`config.mk`:
```
export PLATFORM = sky130hd
export DESIGN_NAME = sfid_host
export DESIGN_NICKNAME = d
export VERILOG_FILES = /design/src/verilog/sfid_clkdiv.v /design/src/verilog/sfid_host.v
export VERILOG_INCLUDE_DIRS = /design/src /design/src/verilog
export SDC_FILE = /design/constraint.sdc
export NUM_CORES = 1
export LEC_CHECK = 0
export BUFFER_PORTS_ARGS = -buffer_cell sky130_fd_sc_hd__buf_2
export CAP_MARGIN = 0
export CORE_AREA = 2 2 136 138
export CTS_CLUSTER_SIZE = 25
export DETAILED_ROUTE_END_ITERATION = 12
export DIE_AREA = 0 0 138 140
export GPL_TIMING_DRIVEN = 0
export PLACE_DENSITY = 0.52
export SYNTH_ARGS = -nofsm -noshare
export SYNTH_HDL_FRONTEND = slang
export SYNTH_SLANG_ARGS = --single-unit
```
`constraint.sdc`:
```
create_clock -name core_clk -period 2.9 [get_ports core_clk]
set_input_delay 0.58 -clock core_clk [delete_from_list [all_inputs] [get_ports core_clk]]
set_output_delay 0.58 -clock core_clk [all_outputs]
set_load 0.01 [all_outputs]
```
`src/verilog/sfid_regs.vh`:
```
`ifndef SFID_REGS_VH
`define SFID_REGS_VH
// Purpose: constants for the serial flash instruction host controller
// Assumes: 25 MHz core clock, serial clock derived by divider
// Notes: opcodes of the flash instruction set
`define SFID_OP_WREN      8'h06
`define SFID_OP_WRDI      8'h04
`define SFID_OP_RDSR      8'h05
`define SFID_OP_WRSR      8'h01
`define SFID_OP_READ      8'h03
`define SFID_OP_FREAD     8'h0B
`define SFID_OP_PROG      8'h02
`define SFID_OP_SERASE    8'hD8
`define SFID_OP_CERASE    8'hC7
`define SFID_OP_PDOWN     8'hB9
`define SFID_OP_PPREAD    8'h53
`define SFID_OP_PPFREAD   8'h5B
`define SFID_OP_PPPROG    8'h52
`define SFID_OP_PPERASE   8'hD5
`define SFID_OP_RELPD     8'hAB
`define SFID_OP_MFID      8'h90
`define SFID_OP_JEDID     8'h9F
`define SFID_ID_PAD       8'h00
`define SFID_DIV_HALF     4'h3
`define SFID_DIV_ZERO     4'h0
`define SFID_BIT_LAST     3'h7
`define SFID_BIT_ZERO     3'h0
`define SFID_BYTE_ZERO    9'h000
`define SFID_BYTE_ONE     9'h001
`define SFID_PROG_MAX     9'h100
`define SFID_ADDR_LSB     0
`define SFID_TICK_HALF    1'b1
`endif

```
`src/verilog/sfid_clkdiv.v`:
```
// Purpose: one-cycle enable pulse every half serial clock period
// Assumes: single core clock domain
// Notes: run low stops the count so every frame starts in phase
`include "sfid_regs.vh"
module sfid_clkdiv (
	// clock and reset
	input  wire       core_clk,
	input  wire       arst_n,
	// control
	input  wire       run,
	output reg        tick
);
	reg [3:0] count;

	always @(posedge core_clk or negedge arst_n) begin
		if (!arst_n) begin
			count <= 4'h0;
			tick  <= 1'b0;
		end else if (!run) begin
			count <= `SFID_DIV_ZERO;
			tick  <= 1'b0;
		end else if (count == `SFID_DIV_HALF) begin
			count <= `SFID_DIV_ZERO;
			tick  <= 1'b1;
		end else begin
			count <= count + 4'h1;
			tick  <= 1'b0;
		end
	end
endmodule // sfid_clkdiv

```
`src/verilog/sfid_host.v`:
```
// Purpose: host controller that frames flash instructions on the serial pins
// Assumes: the flash answers on serial_out, host makes the serial clock (mode 0)
// Notes:
// Notes on behaviour
// chip select falls, then the opcode byte is the first byte sent
// host drives serial_in; flash samples at rising clock, MSB first
// raising chip select completes the instruction
// read instructions may end after any clocked bit
// write, program and erase frames end only on a whole byte
// while busy the flash ignores all but status read
// 06h sets, 04h clears the write permission latch; single byte each
// after 05h status bits repeat until chip select rises
// 01h carries exactly one status data byte
// 03h sends three address bytes high first, then reads stream
// 0Bh adds one dummy byte before data
// 02h sends address then up to 256 program bytes
// program start address must be even
// D8h takes an address; C7h and B9h are single bytes
// 53h and 5Bh send two ignored bytes then an offset; 5Bh adds dummy
// 52h sends two ignored bytes, offset, up to 256 bytes; D5h single byte
// ABh leaves power-down; with three dummies returns part code byte
// 90h sends two dummies and 00h, then reads two id bytes
// 9Fh reads three identification bytes with no address
// returned bytes arrive MSB first
// flash changes serial_out on falling clock; host samples on rising
// host issues write enable before program, erase, status write
// flash advances the address after each read byte
// undefined opcodes are ignored by the flash
// serial_out is undriven while chip select high and during command phase; the flash model toggles it there instead
module sfid_host (
	// clock and reset
	input  wire        core_clk,
	input  wire        arst_n,
	// command port
	input  wire        cmd_valid,
	input  wire [7:0]  cmd_opcode,
	input  wire [23:0] cmd_addr,
	input  wire [8:0]  cmd_wr_count,
	input  wire [8:0]  cmd_rd_count,
	input  wire        cmd_auto_wren,
	output reg         cmd_ready,
	// write data stream
	input  wire [7:0]  wr_data,
	output reg         wr_take,
	// read data stream
	output reg  [7:0]  rd_data,
	output reg         rd_valid,
	output reg         done,
	output reg         cmd_error,
	// flash pins
	output reg         chip_select_n,
	output reg         serial_clk,
	output reg         serial_in,
	input  wire        serial_out
);
`include "sfid_regs.vh"

	localparam [4:0] ST_IDLE = 5'b00001;
	localparam [4:0] ST_SEL  = 5'b00010;
	localparam [4:0] ST_SHIFT = 5'b00100;
	localparam [4:0] ST_END  = 5'b01000;
	localparam [4:0] ST_GAP  = 5'b10000;

	reg  [4:0]  state;
	reg  [7:0]  opcode;
	reg  [23:0] addr;
	reg  [8:0]  wr_left;
	reg  [8:0]  rd_left;
	reg         wren_pending;
	reg  [2:0]  hdr_left;      // header bytes after the opcode
	reg  [2:0]  bit_idx;
	reg  [7:0]  tx_byte;
	reg  [7:0]  rx_byte;
	reg  [7:0]  next_tx;
	reg  [2:0]  next_hdr;
	reg         is_write;
	reg         so_meta;
	reg         so_sync;
	reg         rd_phase;      // header done, bytes now come back
	reg  [2:0]  hdr_pos;
	wire        fast_op;
	wire [7:0]  first_byte;
	wire        tick;

	assign fast_op    = (opcode == `SFID_OP_FREAD) || (opcode == `SFID_OP_PPFREAD);
	assign first_byte = wren_pending ? `SFID_OP_WREN : opcode;

	// serial_out crosses from the flash side, two flops before use
	always @(posedge core_clk or negedge arst_n) begin
		if (!arst_n) begin
			so_meta <= 1'b0;
			so_sync <= 1'b0;
		end else begin
			so_meta <= serial_out;
			so_sync <= so_meta;
		end
	end

	sfid_clkdiv u_div (
		.core_clk (core_clk),
		.arst_n   (arst_n),
		.run      (state == ST_SHIFT),
		.tick     (tick)
	);

	// header length per opcode; unknown opcodes go out alone
	always @* begin
		next_hdr = 3'h0;
		is_write = 1'b0;
		case (cmd_opcode)
			`SFID_OP_READ, `SFID_OP_PPREAD: next_hdr = 3'h3;
			`SFID_OP_FREAD, `SFID_OP_PPFREAD: next_hdr = 3'h4;
			`SFID_OP_RELPD, `SFID_OP_MFID: next_hdr = 3'h3;
			`SFID_OP_PROG, `SFID_OP_PPPROG, `SFID_OP_SERASE: begin
				next_hdr = 3'h3;
				is_write = 1'b1;
			end
			`SFID_OP_WRSR, `SFID_OP_CERASE, `SFID_OP_PPERASE: is_write = 1'b1;
			default: next_hdr = 3'h0;
		endcase
	end

	// header byte after the opcode: address high first, fast forms end on a pad
	always @* begin
		next_tx = `SFID_ID_PAD;
		hdr_pos = hdr_left - {2'b00, fast_op};
		if (opcode != `SFID_OP_MFID && opcode != `SFID_OP_RELPD) begin
			case (hdr_pos)
				3'h3: next_tx = addr[23:16];
				3'h2: next_tx = addr[15:8];
				3'h1: next_tx = addr[7:0];
				default: next_tx = `SFID_ID_PAD;
			endcase
		end
	end

	always @(posedge core_clk or negedge arst_n) begin
		if (!arst_n) begin
			state         <= ST_IDLE;
			opcode        <= 8'h00;
			addr          <= 24'h000000;
			wr_left       <= 9'h000;
			rd_left       <= 9'h000;
			wren_pending  <= 1'b0;
			hdr_left      <= 3'h0;
			bit_idx       <= 3'h0;
			tx_byte       <= 8'h00;
			rx_byte       <= 8'h00;
			rd_phase      <= 1'b0;
			cmd_ready     <= 1'b0;
			wr_take       <= 1'b0;
			rd_data       <= 8'h00;
			rd_valid      <= 1'b0;
			done          <= 1'b0;
			cmd_error     <= 1'b0;
			chip_select_n <= 1'b1;
			serial_clk    <= 1'b0;
			serial_in     <= 1'b0;
		end else begin
			wr_take   <= 1'b0;
			rd_valid  <= 1'b0;
			done      <= 1'b0;
			cmd_error <= 1'b0;
			case (state)
				ST_IDLE: begin
					cmd_ready <= 1'b1;
					if (cmd_valid && cmd_ready) begin
						cmd_ready <= 1'b0;
						// odd program address or oversize page is refused
						if ((cmd_opcode == `SFID_OP_PROG || cmd_opcode == `SFID_OP_PPPROG) &&
						    (cmd_addr[`SFID_ADDR_LSB] || cmd_wr_count > `SFID_PROG_MAX)) begin
							cmd_error <= 1'b1;
							done      <= 1'b1;
						end else begin
							opcode       <= cmd_opcode;
							addr         <= cmd_addr;
							hdr_left     <= next_hdr;
							wr_left      <= (cmd_opcode == `SFID_OP_WRSR) ? `SFID_BYTE_ONE :
							                (cmd_opcode == `SFID_OP_PROG || cmd_opcode == `SFID_OP_PPPROG) ?
							                cmd_wr_count : `SFID_BYTE_ZERO;
							rd_left      <= is_write ? `SFID_BYTE_ZERO : cmd_rd_count;
							wren_pending <= is_write && cmd_auto_wren;
							state        <= ST_SEL;
						end
					end
				end
				ST_SEL: begin
					chip_select_n <= 1'b0;
					bit_idx       <= `SFID_BIT_LAST;
					tx_byte       <= first_byte;
					serial_in     <= first_byte[7];
					rd_phase      <= 1'b0;
					serial_clk    <= 1'b0;
					state         <= ST_SHIFT;
				end
				ST_SHIFT: if (tick) begin
					serial_clk <= ~serial_clk;
					if (!serial_clk) begin
						// rising edge: flash samples serial_in, host samples serial_out
						rx_byte <= {rx_byte[6:0], so_sync};
					end else if (bit_idx != `SFID_BIT_ZERO) begin
						bit_idx   <= bit_idx - 3'h1;
						serial_in <= tx_byte[bit_idx - 3'h1];
					end else begin
						// byte boundary reached on the falling edge
						bit_idx <= `SFID_BIT_LAST;
						if (wren_pending) begin
							state <= ST_END;
						end else if (hdr_left != 3'h0) begin
							hdr_left  <= hdr_left - 3'h1;
							tx_byte   <= next_tx;
							serial_in <= next_tx[7];
						end else if (wr_left != `SFID_BYTE_ZERO) begin
							wr_left   <= wr_left - 9'h001;
							wr_take   <= 1'b1;
							tx_byte   <= wr_data;
							serial_in <= wr_data[7];
						end else if (rd_phase) begin
							// rx_byte is whole after the eighth rising edge
							rd_data  <= rx_byte;
							rd_valid <= 1'b1;
							rd_left  <= rd_left - 9'h001;
							if (rd_left == `SFID_BYTE_ONE)
								state <= ST_END;
						end else if (rd_left != `SFID_BYTE_ZERO) begin
							// the byte just clocked was the opcode or the last header byte, so nothing is handed out yet
							rd_phase  <= 1'b1;
							tx_byte   <= 8'h00;
							serial_in <= 1'b0;
						end else begin
							state <= ST_END;
						end
					end
				end
				ST_END: begin
					// frames always close on a byte boundary with clock low
					chip_select_n <= 1'b1;
					serial_clk    <= 1'b0;
					state         <= ST_GAP;
				end
				ST_GAP: begin
					if (wren_pending) begin
						wren_pending <= 1'b0;
						state        <= ST_SEL;
					end else begin
						done  <= 1'b1;
						state <= ST_IDLE;
					end
				end
				default: state <= ST_IDLE;
			endcase
		end
	end
endmodule // sfid_host

```
# Yosys cells after proc, flatten, opt, wreduce, memory -nomap -nowiden
# Cells that the tools add are included.
# Widths: inputs -> output; s select.
[word_totals]
word_cells = 229
reg_bits = 102
[classes]
addsub = 6
eq_ne = 46
n_bitwise = 6
n_reduce_logical = 33
muxes = 112
n_lt_le_gt_ge = 2
[op_table]
columns = ["op", "count"]
rows = [
  ["$mux 9", 20],
  ["$mux 8", 10],
  ["$mux 5", 11],
  ["$mux 1", 43],
  ["$eq 8x8->1 const B", 5],
  ["$pmux 9 s2", 2],
  ["$eq 8x7->1 const B", 4],
  ["$mux 3", 10],
  ["$pmux 5 s5", 1],
  ["$pmux 8 s3", 1],
  ["$ne 2x2->1 const B", 11],
  ["$pmux 3 s2", 3],
  ["$reduce_and 9->1", 2],
  ["$reduce_bool 9->1", 2],
  ["$sub 9x1->9 const B", 2],
  ["$eq 8x2->1 const B", 2],
  ["$eq 8x4->1 const B", 2],
  ["$ne 4x4->1 const B", 4],
  ["$ne 8x8->1 const B", 2],
  ["$pmux 8 s2", 1],
  ["$reduce_and 8->1", 2],
  ["$reduce_and 7->1", 2],
  ["$pmux 1 s2", 6],
  ["$reduce_and 3->1", 4],
  ["31 further kinds", 53],
]

# Logic depth before layout (Yosys ltp)
# Gate-level depths: netlist (run 1).
[logic_depth]
word_depth = 12
depth_mapped = 12
ltp_nobuf = 11

# Hierarchy
# A second synthesis (run 1) with hierarchy kept.
[hier_totals]
hier_cells = 520
hier_area_um2 = 5403.9
[by_module_without_submodules]
columns = ["mod", "area_each_um2", "instances", "cells_each"]
rows = [
  ["sfid_host", 5182.5, 1, 503],
  ["sfid_clkdiv", 221.5, 1, 17],
]

# Least setup slack after synthesis (run 1)
# No wires, ideal clock.
[synth_timing]
path_type = "flip-flop to flip-flop"
from = "reg opcode[4]"
to = "reg tx_byte[0]"
arrival_ns = 2.375
path_stages_with_launch = 12
setup_slack_ns = 0.394
setup_time_ns = 0.130
path_buffers = 2
period_less_slack_ns = 2.506
path_cell_list = "dfrtp_1 > xnor2_1 > nand4_1 > nor4_1 > ha_1 > ha_1 > clkbuf_1 > clkbuf_1 > mux2i_1 > o22ai_1 > a222oi_1 > a21oi_1"
[synth_via]
elab_chain_len = 12
word_cells_on_any_way = 18
[synth_lines]
columns = ["item", "line_no", "text"]
rows = [
  ["start: declaration", "sfid_host.v:65", "reg [7:0] opcode;"],
  ["start signal: assignment", "sfid_host.v:175", "opcode <= cmd_opcode;"],
  ["$eq 8x4->1 (no line) / $eq 8x7->1 (equally long branches)", "--", ""],
  ["$logic_or 1x1->1", "sfid_host.v:85", "assign fast_op = (opcode == `SFID_OP_FREAD) || (opcode == `SFID_OP_PPFREAD);"],
  ["$sub 3x1->3", "sfid_host.v:126", "hdr_pos = hdr_left - {2'b00, fast_op};"],
  ["$eq 3x1->1 / $eq 3x2->1 (equally long branches)", "sfid_host.v:128", "case (hdr_pos)"],
  ["$pmux 8 s3", "sfid_host.v:128", ""],
  ["$mux 8 (*)", "sfid_host.v:127", "if (opcode != `SFID_OP_MFID && opcode != `SFID_OP_RELPD) begin"],
  ["$mux 8 (*)", "sfid_host.v:209", "end else if (hdr_left != 3'h0) begin"],
  ["$mux 8 (*)", "sfid_host.v:207", "if (wren_pending) begin"],
  ["$mux 8 (*)", "sfid_host.v:201", "end else if (bit_idx != `SFID_BIT_ZERO) begin"],
  ["$mux 8 (*)", "sfid_host.v:198", "if (!serial_clk) begin"],
  ["$mux 8 (*)", "sfid_host.v:196", "ST_SHIFT: if (tick) begin"],
  ["$pmux 8 s2 (*)", "sfid_host.v:164", "case (state)"],
  ["end signal: assignment", "sfid_host.v:190", "tx_byte <= first_byte;"],
  ["end signal: assignment", "sfid_host.v:211", "tx_byte <= next_tx;"],
  ["end signal: assignment", "sfid_host.v:216", "tx_byte <= wr_data;"],
  ["end: declaration", "sfid_host.v:72", "reg [7:0] tx_byte;"],
]
# Every way passes the cells marked *; elsewhere a longest branch is shown, timed or not. The select of a mux whose other input is x is not followed.
# A chain may end at the register's enable or synchronous reset.

# Worst setup path after layout (run 1)
[layout_timing]
from = "reg wr_left[0]"
to = "reg wr_left[7]"
[layout_via]
elab_chain_len = 8
word_cells_on_any_way = 11
[layout_lines]
columns = ["item", "line_no", "text"]
rows = [
  ["start: declaration", "sfid_host.v:67", "reg [8:0] wr_left;"],
  ["start signal: assignment", "sfid_host.v:178", "wr_left <= (cmd_opcode == `SFID_OP_WRSR) ? `SFID_BYTE_ONE :"],
  ["start signal: assignment", "sfid_host.v:214", "wr_left <= wr_left - 9'h001;"],
  ["$sub 9x1->9", "sfid_host.v:214", ""],
  ["$mux 9", "sfid_host.v:213", "end else if (wr_left != `SFID_BYTE_ZERO) begin"],
  ["$mux 9", "sfid_host.v:209", ""],
  ["$mux 9", "sfid_host.v:207", ""],
  ["$mux 9", "sfid_host.v:201", ""],
  ["$mux 9", "sfid_host.v:198", ""],
  ["$mux 9", "sfid_host.v:196", ""],
  ["$pmux 9 s2", "sfid_host.v:164", ""],
]
# Several ways; a longest one is shown, not always the timed one. The select of a mux whose other input is x is not followed.

==> results of run 1 <==
worst max-delay path, cell delays in order, from the launching register on:
cell	delay, ns
dfrtp_1	0.39
inv_1	0.12
ha_1	0.25
or4b_4	0.53
nor3_1	0.44
nor3b_2	0.14
a21oi_2	0.41
buf_6	0.21
o21ai_0	0.10
cells by family (layout without fill, tap and decap cells):
group                    count (synthesis)  count (layout)
buffers and inverters                   38             133
AO/OA/AOI/OAI                          127             127
AND/OR/NAND/NOR                        165             165
multiplexers                            58              58
XOR/XNOR                                 7               7
flip-flops                             102             102
adder cells (fa/ha/maj)                 10              10
path summary, 6_finish.rpt:
check                                       endpoint  slack, ns  cells after the start
min                           rd_left[3]$_DFFE_PN0P_       0.28                      1
min reg2reg                        so_sync$_DFF_PN0_       0.35                      0
max reg2reg                   wr_left[7]$_DFFE_PN0P_       0.19                      8
min in group core_clk              so_meta$_DFF_PN0_       0.33                      1
max                           wr_left[7]$_DFFE_PN0P_       0.19                      8
max in group asynchronous  chip_select_n$_DFFE_PN1P_       1.86                      2
per-stage QoR:
stage | power, uW | instances | util, % | worst slack (ns) | hold slack (ns)
2_1_floorplan | 3677 | 507 | - | 0.3941 | 0.2844
3_3_place_gp | 4184 | 814 | 33.38 | -0.1422 | 0.3450
3_5_place_dp | 4260 | 815 | 33.55 | -0.1666 | 0.3449
4_1_cts | 5593 | 830 | 35.36 | 0.04077 | 0.3120
5_1_grt | 5967 | 831 | 35.53 | 0.01636 | 0.3228
6_report | 5555 | 831 | 35.53 | 0.1947 | 0.2839
layout make-up:
class                   instances  area [sq um]
well taps                     229         286.5
clock buffers                   9         225.2
inverters                      12         45.04
fillers                      1841         11460
multi-input cells             367          2540
repair buffers                 80         425.4
flip-flops and latches        102          2555
clock inverters                 7         100.1
plain buffers                  25         140.1
state kept, by name, indices dropped and copies added (netlist names), 3 cells and up:
signal and flops:
rd_left 9, bit_idx 3, wr_left 9, opcode 8, rx_byte 8, tx_byte 8, hdr_left 3, rd_data 8
u_div.count 4, state 5, addr 24
per-layer routing:
| layer | track usage [%] | routed length, um |
|---|---|---|
| met1 | 18.59 | 6314 |
| met2 | 23.29 | 6406 |
| met3 | 3.829 | 615 |
| met4 | 4.619 | 241 |
| met5 | 0 | 0 |
where the power goes:
group          switching, uW  leakage (uW)  internal, uW
registers                346       0.00127          1870
logic                   1080       0.00141           948
clock network            613      0.000158           699
total                   2040       0.00284          3520
cell usage in the layout (no fill, tap or decap), drive strengths merged, types with 3 or more instances in the layout:
master / instances
nand4: 5
a32oi: 4
buf: 93
clkinv: 3
and3: 4
clkbuf: 21
nor4: 9
or3: 4
mux2i: 10
nor3b: 5
a22oi: 5
inv: 15
nand3b: 3
nand2: 37
a31oi: 8
nor2: 52
and2: 5
xnor2: 5
a221oi: 3
nand2b: 4
nor3: 16
mux2: 46
or4b: 3
dfrtp: 100
o21ai: 36
ha: 10
a21oi: 39
a222oi: 6
a211oi: 5
o22ai: 7
nand3: 6
repair_timing:
action / CTS / global route
cloned: 0 / 0
hold buffers: 0 / 0
endpoints found under the setup margin: 3 / 19
gates resized for setup: 1 / 9
setup buffers: 0 / 0
==> metrics.cfg, run 1 <==
[worst_hold_path]
min_path_type=in -> async

[drt]
dr_total_vias=4283
drtAntennaViolNets=0
wl_per_cell_um=16.34
wirelength_um=13580
drc=0
routed_via_density=5.154
drtIter0Drc=243
firstDrtPassIters=5

[layout]
syn_to_final_growth_pct=20.16
final_nets=670
fin_area_sq_um=6317
diodes=0
drive_above_1_share_pct=30.07

[place]
portBuffers=78
place_area_sq_um=5964
routabilityCongestion=0.8085
dp_hpwl_um=10100

[setup_path]
critPathArrivalTime_ns=2.94
critical_path.max_fanout=10
r2r_start=wr_left[0]$_DFFE_PN0P_
cp_data_required_time_ns=3.13
critPathCaptureType=flop
crit_start=wr_left[0]$_DFFE_PN0P_
critical_path_class=reg -> reg
worst_setup_path_start_kind=flop

[yosys]
synth_xor_area_share_pct=1.166
synthesis.nets=580
synth_top_family_by_area=simple AND/OR/NAND/NOR gates
synth.area.top_cells=dfrtp_1, mux2_2, nor2_1
synth-async-reset-ratio_pct=100.0
muxShareOfSynthArea_pct=12.61
netlist_top_cells_count=dfrtp_1, nor2_1, mux2_2
synth_area_per_cell_sq_um=10.37
synth_most_common_cell=dfrtp_1
yosys.area_share.adder_pct=2.380
ys_dominant_reg_cell=dfrtp_1
synth_seq_area_share_pct=48.60
yosys.area_share.simple_pct=16.35
synth_area_sq_um=5258
yosys_register_bits=102
synthCells=507
yosysTopAreaCell=dfrtp_1
synth.yosys.warnings=0
ys_types=62
synth_edf_count=0
synth_top_cell_area_share_pct=47.60
synth-compound-area-share_pct=15.35

[power]
p_per_area_nw_per_um2=879.3
p_leak_uw=0.002842
ir_drop_uv=356.8

[timing]
report.final.hold_viol_count=0
setup_tns_ns=0
finalSetupViolations=0
finalMaxSlewViolations=0
fin_crit_sh_pct=93.29
finClkSkew_ns=0.01082
fmax_mhz=369.6
rsz0062_at_grt=false
min_period_ns=2.705
worst_pin_slew_ns=0.7511
relSlewSlack_pct=49.93

[clocking]
clk_pin_slew_ns=0.08
cts_made_buffers=9
cts_buffer_depth=2
clkSinkCount=102
htreeDepth=3
root_buffer=clkbuf_16
clk_latency_ns=0.36
cts_tree=yes

[floorplan]
io_pins=79
core-area_sq_um=17780
die_w_um=138
fp.dieArea_sq_um=19320
die_y_um=140
initial_core_util_pct=29.57
row_count=49

[global_route]
grt_pass1_wl_um=22650
overflow=0
grt_max_degree=55
grt_use_total_pct=14.30
grt_pass1_vias=4430
antenna_found_initial=0

[outcome]
status=finished clean

[run]
cap_violations=0

No activity file was read; power rests on OpenSTA's default activity.
==> run 2: changes to the inputs <==
--- a/config.mk
+++ b/config.mk
@@ -12,7 +12,7 @@
 export CTS_CLUSTER_SIZE = 25
 export DETAILED_ROUTE_END_ITERATION = 12
 export DIE_AREA = 0 0 138 140
-export GPL_TIMING_DRIVEN = 0
+export GPL_TIMING_DRIVEN = 1
 export PLACE_DENSITY = 0.52
 export SYNTH_ARGS = -nofsm -noshare
 export SYNTH_HDL_FRONTEND = slang
==> run 2 against run 1 <==
  * Sequential power is essentially flat
  * Highest routed layer unchanged
  * Utilization shrank 0.30 points
  * Register-to-register slack gained 0.09 ns
  * Clock power shrank 5%
  * Final cell count shrank 1.4%
  * Final area shrank 0.83%
  * Flip-flop and latch count is the same
  * First-iteration DRC count shrank 2.1%
  * Critical path depth grew 1
  * Power shrank 2.1%
  * Sequential share of layout area grew 0.34 points
==> metrics.cfg, run 2 (synthesized netlist as in run 1, its figures left out) <==
[timing]
min_period_ns=2.620  ; was 2.705 ns
finalMaxSlewViolations=0  ; unchanged
finClkSkew_ns=0.009924  ; was 0.01082 ns
report.final.hold_viol_count=0  ; unchanged
fmax_mhz=381.7  ; was 369.6 MHz
rsz0062_at_grt=false  ; unchanged
worst_pin_slew_ns=0.6911  ; was 0.7511 ns
relSlewSlack_pct=53.30  ; was 49.93%
fin_crit_sh_pct=90.34  ; was 93.29%
finalSetupViolations=0  ; unchanged
setup_tns_ns=0  ; unchanged

[layout]
syn_to_final_growth_pct=19.16  ; was 20.16%
fillCellCount=1832  ; was 1841
fin_area_sq_um=6265  ; was 6317 sq um
drive_above_1_share_pct=30.17  ; was 30.07%
largestRegisters=addr: 24 flops, rd_left: 9 flops, wr_left: 9 flops  ; unchanged
layout_common_cells=dfrtp_1, buf_2, nor2_1  ; unchanged
stdcell_count=819  ; was 831
final_nets=658  ; was 670
diodes=0  ; unchanged
multiInputGateArea_sq_um=2529  ; was 2540 sq um
layout_commonest_cell=dfrtp_1  ; unchanged
final-seq-area_sq_um=2555  ; unchanged
largest_reg_flops=24  ; unchanged
post-route-util_pct=35.24  ; was 35.53%
largest_register=addr  ; unchanged

[power]
p_leak_uw=0.002826  ; was 0.002842 uW
ir_drop_uv=342.5  ; was 356.8 uV
p_per_area_nw_per_um2=868.0  ; was 879.3 nW/um^2

[floorplan]
fp.dieArea_sq_um=19320  ; unchanged
core-area_sq_um=17780  ; unchanged
io_pins=79  ; unchanged
die_w_um=138  ; unchanged
row_count=49  ; unchanged
initial_core_util_pct=29.57  ; unchanged
die_y_um=140  ; unchanged

[setup_path]
r2r_slack_ns=0.28  ; was 0.19 ns
r2r_end=wr_left[1]$_DFFE_PN0P_  ; was wr_left[7]$_DFFE_PN0P_
critical_path_class=reg -> reg  ; unchanged
critPathArrivalTime_ns=2.85  ; was 2.94 ns
worst_setup_path_start_kind=flop  ; unchanged
critical_path.max_fanout=18  ; was 10
critPathCaptureType=flop  ; unchanged
cp_data_required_time_ns=3.14  ; was 3.13 ns
r2r_start=bit_idx[0]$_DFFE_PN0P_  ; was wr_left[0]$_DFFE_PN0P_
reg2regPathDepth=9  ; was 8

[global_route]
grt_use_total_pct=13.74  ; was 14.30%
grt_pass1_vias=4327  ; was 4430
grt_pass1_wl_um=21720  ; was 22650 um
overflow=0  ; unchanged
grt_max_degree=52  ; was 55
antenna_found_initial=0  ; unchanged

[run]
cap_violations=0  ; unchanged

[drt]
drc=0  ; unchanged
firstDrtPassIters=4  ; was 5
wl_per_cell_um=15.84  ; was 16.34 um
drtAntennaViolNets=0  ; unchanged
routed_via_density=5.085  ; was 5.154
topRoutingLayerUsed=met4  ; unchanged
wirelength_um=12970  ; was 13580 um
m1WireLength_um=6139  ; was 6314 um
met3_length_um=542  ; was 615 um
drtIter0Drc=238  ; was 243
wl_met2_um=6069  ; was 6406 um
dr_total_vias=4165  ; was 4283

[clocking]
htreeDepth=3  ; unchanged
clk_latency_ns=0.36  ; about the same
cts_made_buffers=9  ; unchanged
root_buffer=clkbuf_16  ; unchanged
post_cts_buffers=0  ; unchanged
clk_pin_slew_ns=0.08  ; about the same
cts_buffer_depth=2  ; unchanged
clkSinkCount=102  ; unchanged
cts_tree=yes  ; unchanged

[place]
dp_hpwl_um=9604  ; was 10100 um
place_area_sq_um=5946  ; was 5964 sq um
routabilityCongestion=0.8254  ; was 0.8085
dpl.cell_count=803  ; was 815
portBuffers=78  ; unchanged

[outcome]
status=finished clean  ; unchanged

[worst_hold_path]
min_path_type=in -> async  ; unchanged

-- run 2: cell types whose count changed in the layout (fill, tap and decap cells not counted), sizes merged --
cell	previous run	this run
bufinv	1	0
clkbuf	21	9
inv	15	16
-- run 2: metrics by stage --
stage | hold slack (ns) | power [uW] | setup slack, ns
after floorplan | 0.2844 | 3677 | 0.3941
after global placement | 0.3376 | 4163 | 0.2611
after detailed placement | 0.3449 | 4222 | 0.1739
after CTS | 0.3020 | 5483 | 0.1630
after global routing | 0.3105 | 5872 | 0.04541
final | 0.2767 | 5438 | 0.2803
-- run 2: layer usage --
layer,track usage (%),up-vias
li1,-,2024
met1,18.12,2032
met2,22.28,90
met3,3.385,19
met4,4.511,0
met5,0,-
-- run 2: final cells by class --
cell class / count / share of cell area (%)
clock inverters: 7 / 1.298
inverters: 12 / 0.7190
repair buffers: 93 / 8.668
flip-flops and latches: 102 / 40.78
clock buffers: 9 / 3.595
well taps: 229 / 4.574
multi-input cells: 367 / 40.36
-- run 2: how the worst max path moves through the flow --
stage / start / endpoint / slack [ns] / cells after the start
finish: bit_idx[0]$_DFFE_PN0P_ / wr_left[1]$_DFFE_PN0P_ / 0.28 / 9
global route: bit_idx[0]$_DFFE_PN0P_ / wr_left[1]$_DFFE_PN0P_ / 0.05 / 9
CTS: wr_left[0]$_DFFE_PN0P_ / rd_data[2]$_DFFE_PN0P_ / 0.16 / 7
detailed placement: wr_left[0]$_DFFE_PN0P_ / rd_data[2]$_DFFE_PN0P_ / 0.17 / 7
global placement: wr_left[0]$_DFFE_PN0P_ / tx_byte[3]$_DFFE_PN0P_ / 0.26 / 8
floorplan: opcode[4]$_DFFE_PN0P_ / tx_byte[0]$_DFFE_PN0P_ / 0.39 / 11
-- run 2: critical path, cell delays in order, from the launching register on --
cell and delay (ns):
dfrtp_1 0.46, inv_1 0.11, ha_1 0.18, nand2b_1 0.22
nor4_2 0.46, nor3b_1 0.48, a21oi_2 0.09, buf_4 0.21
a211oi_1 0.22, a21oi_1 0.07
-- run 2: where the power goes --
group          leakage [uW]  total [uW]  internal (uW)  switching [uW]
sequential          0.00127        2220           1870             353
clock              0.000150        1240            618             621
combinational       0.00141        1980            946            1030
-- run 2: timing repair --
item / in CTS / in global routing
resized for setup: 0 / 3
hold endpoints to repair: 0 / 0
endpoints found under the setup margin: 0 / 19
hold buffers: 0 / 0
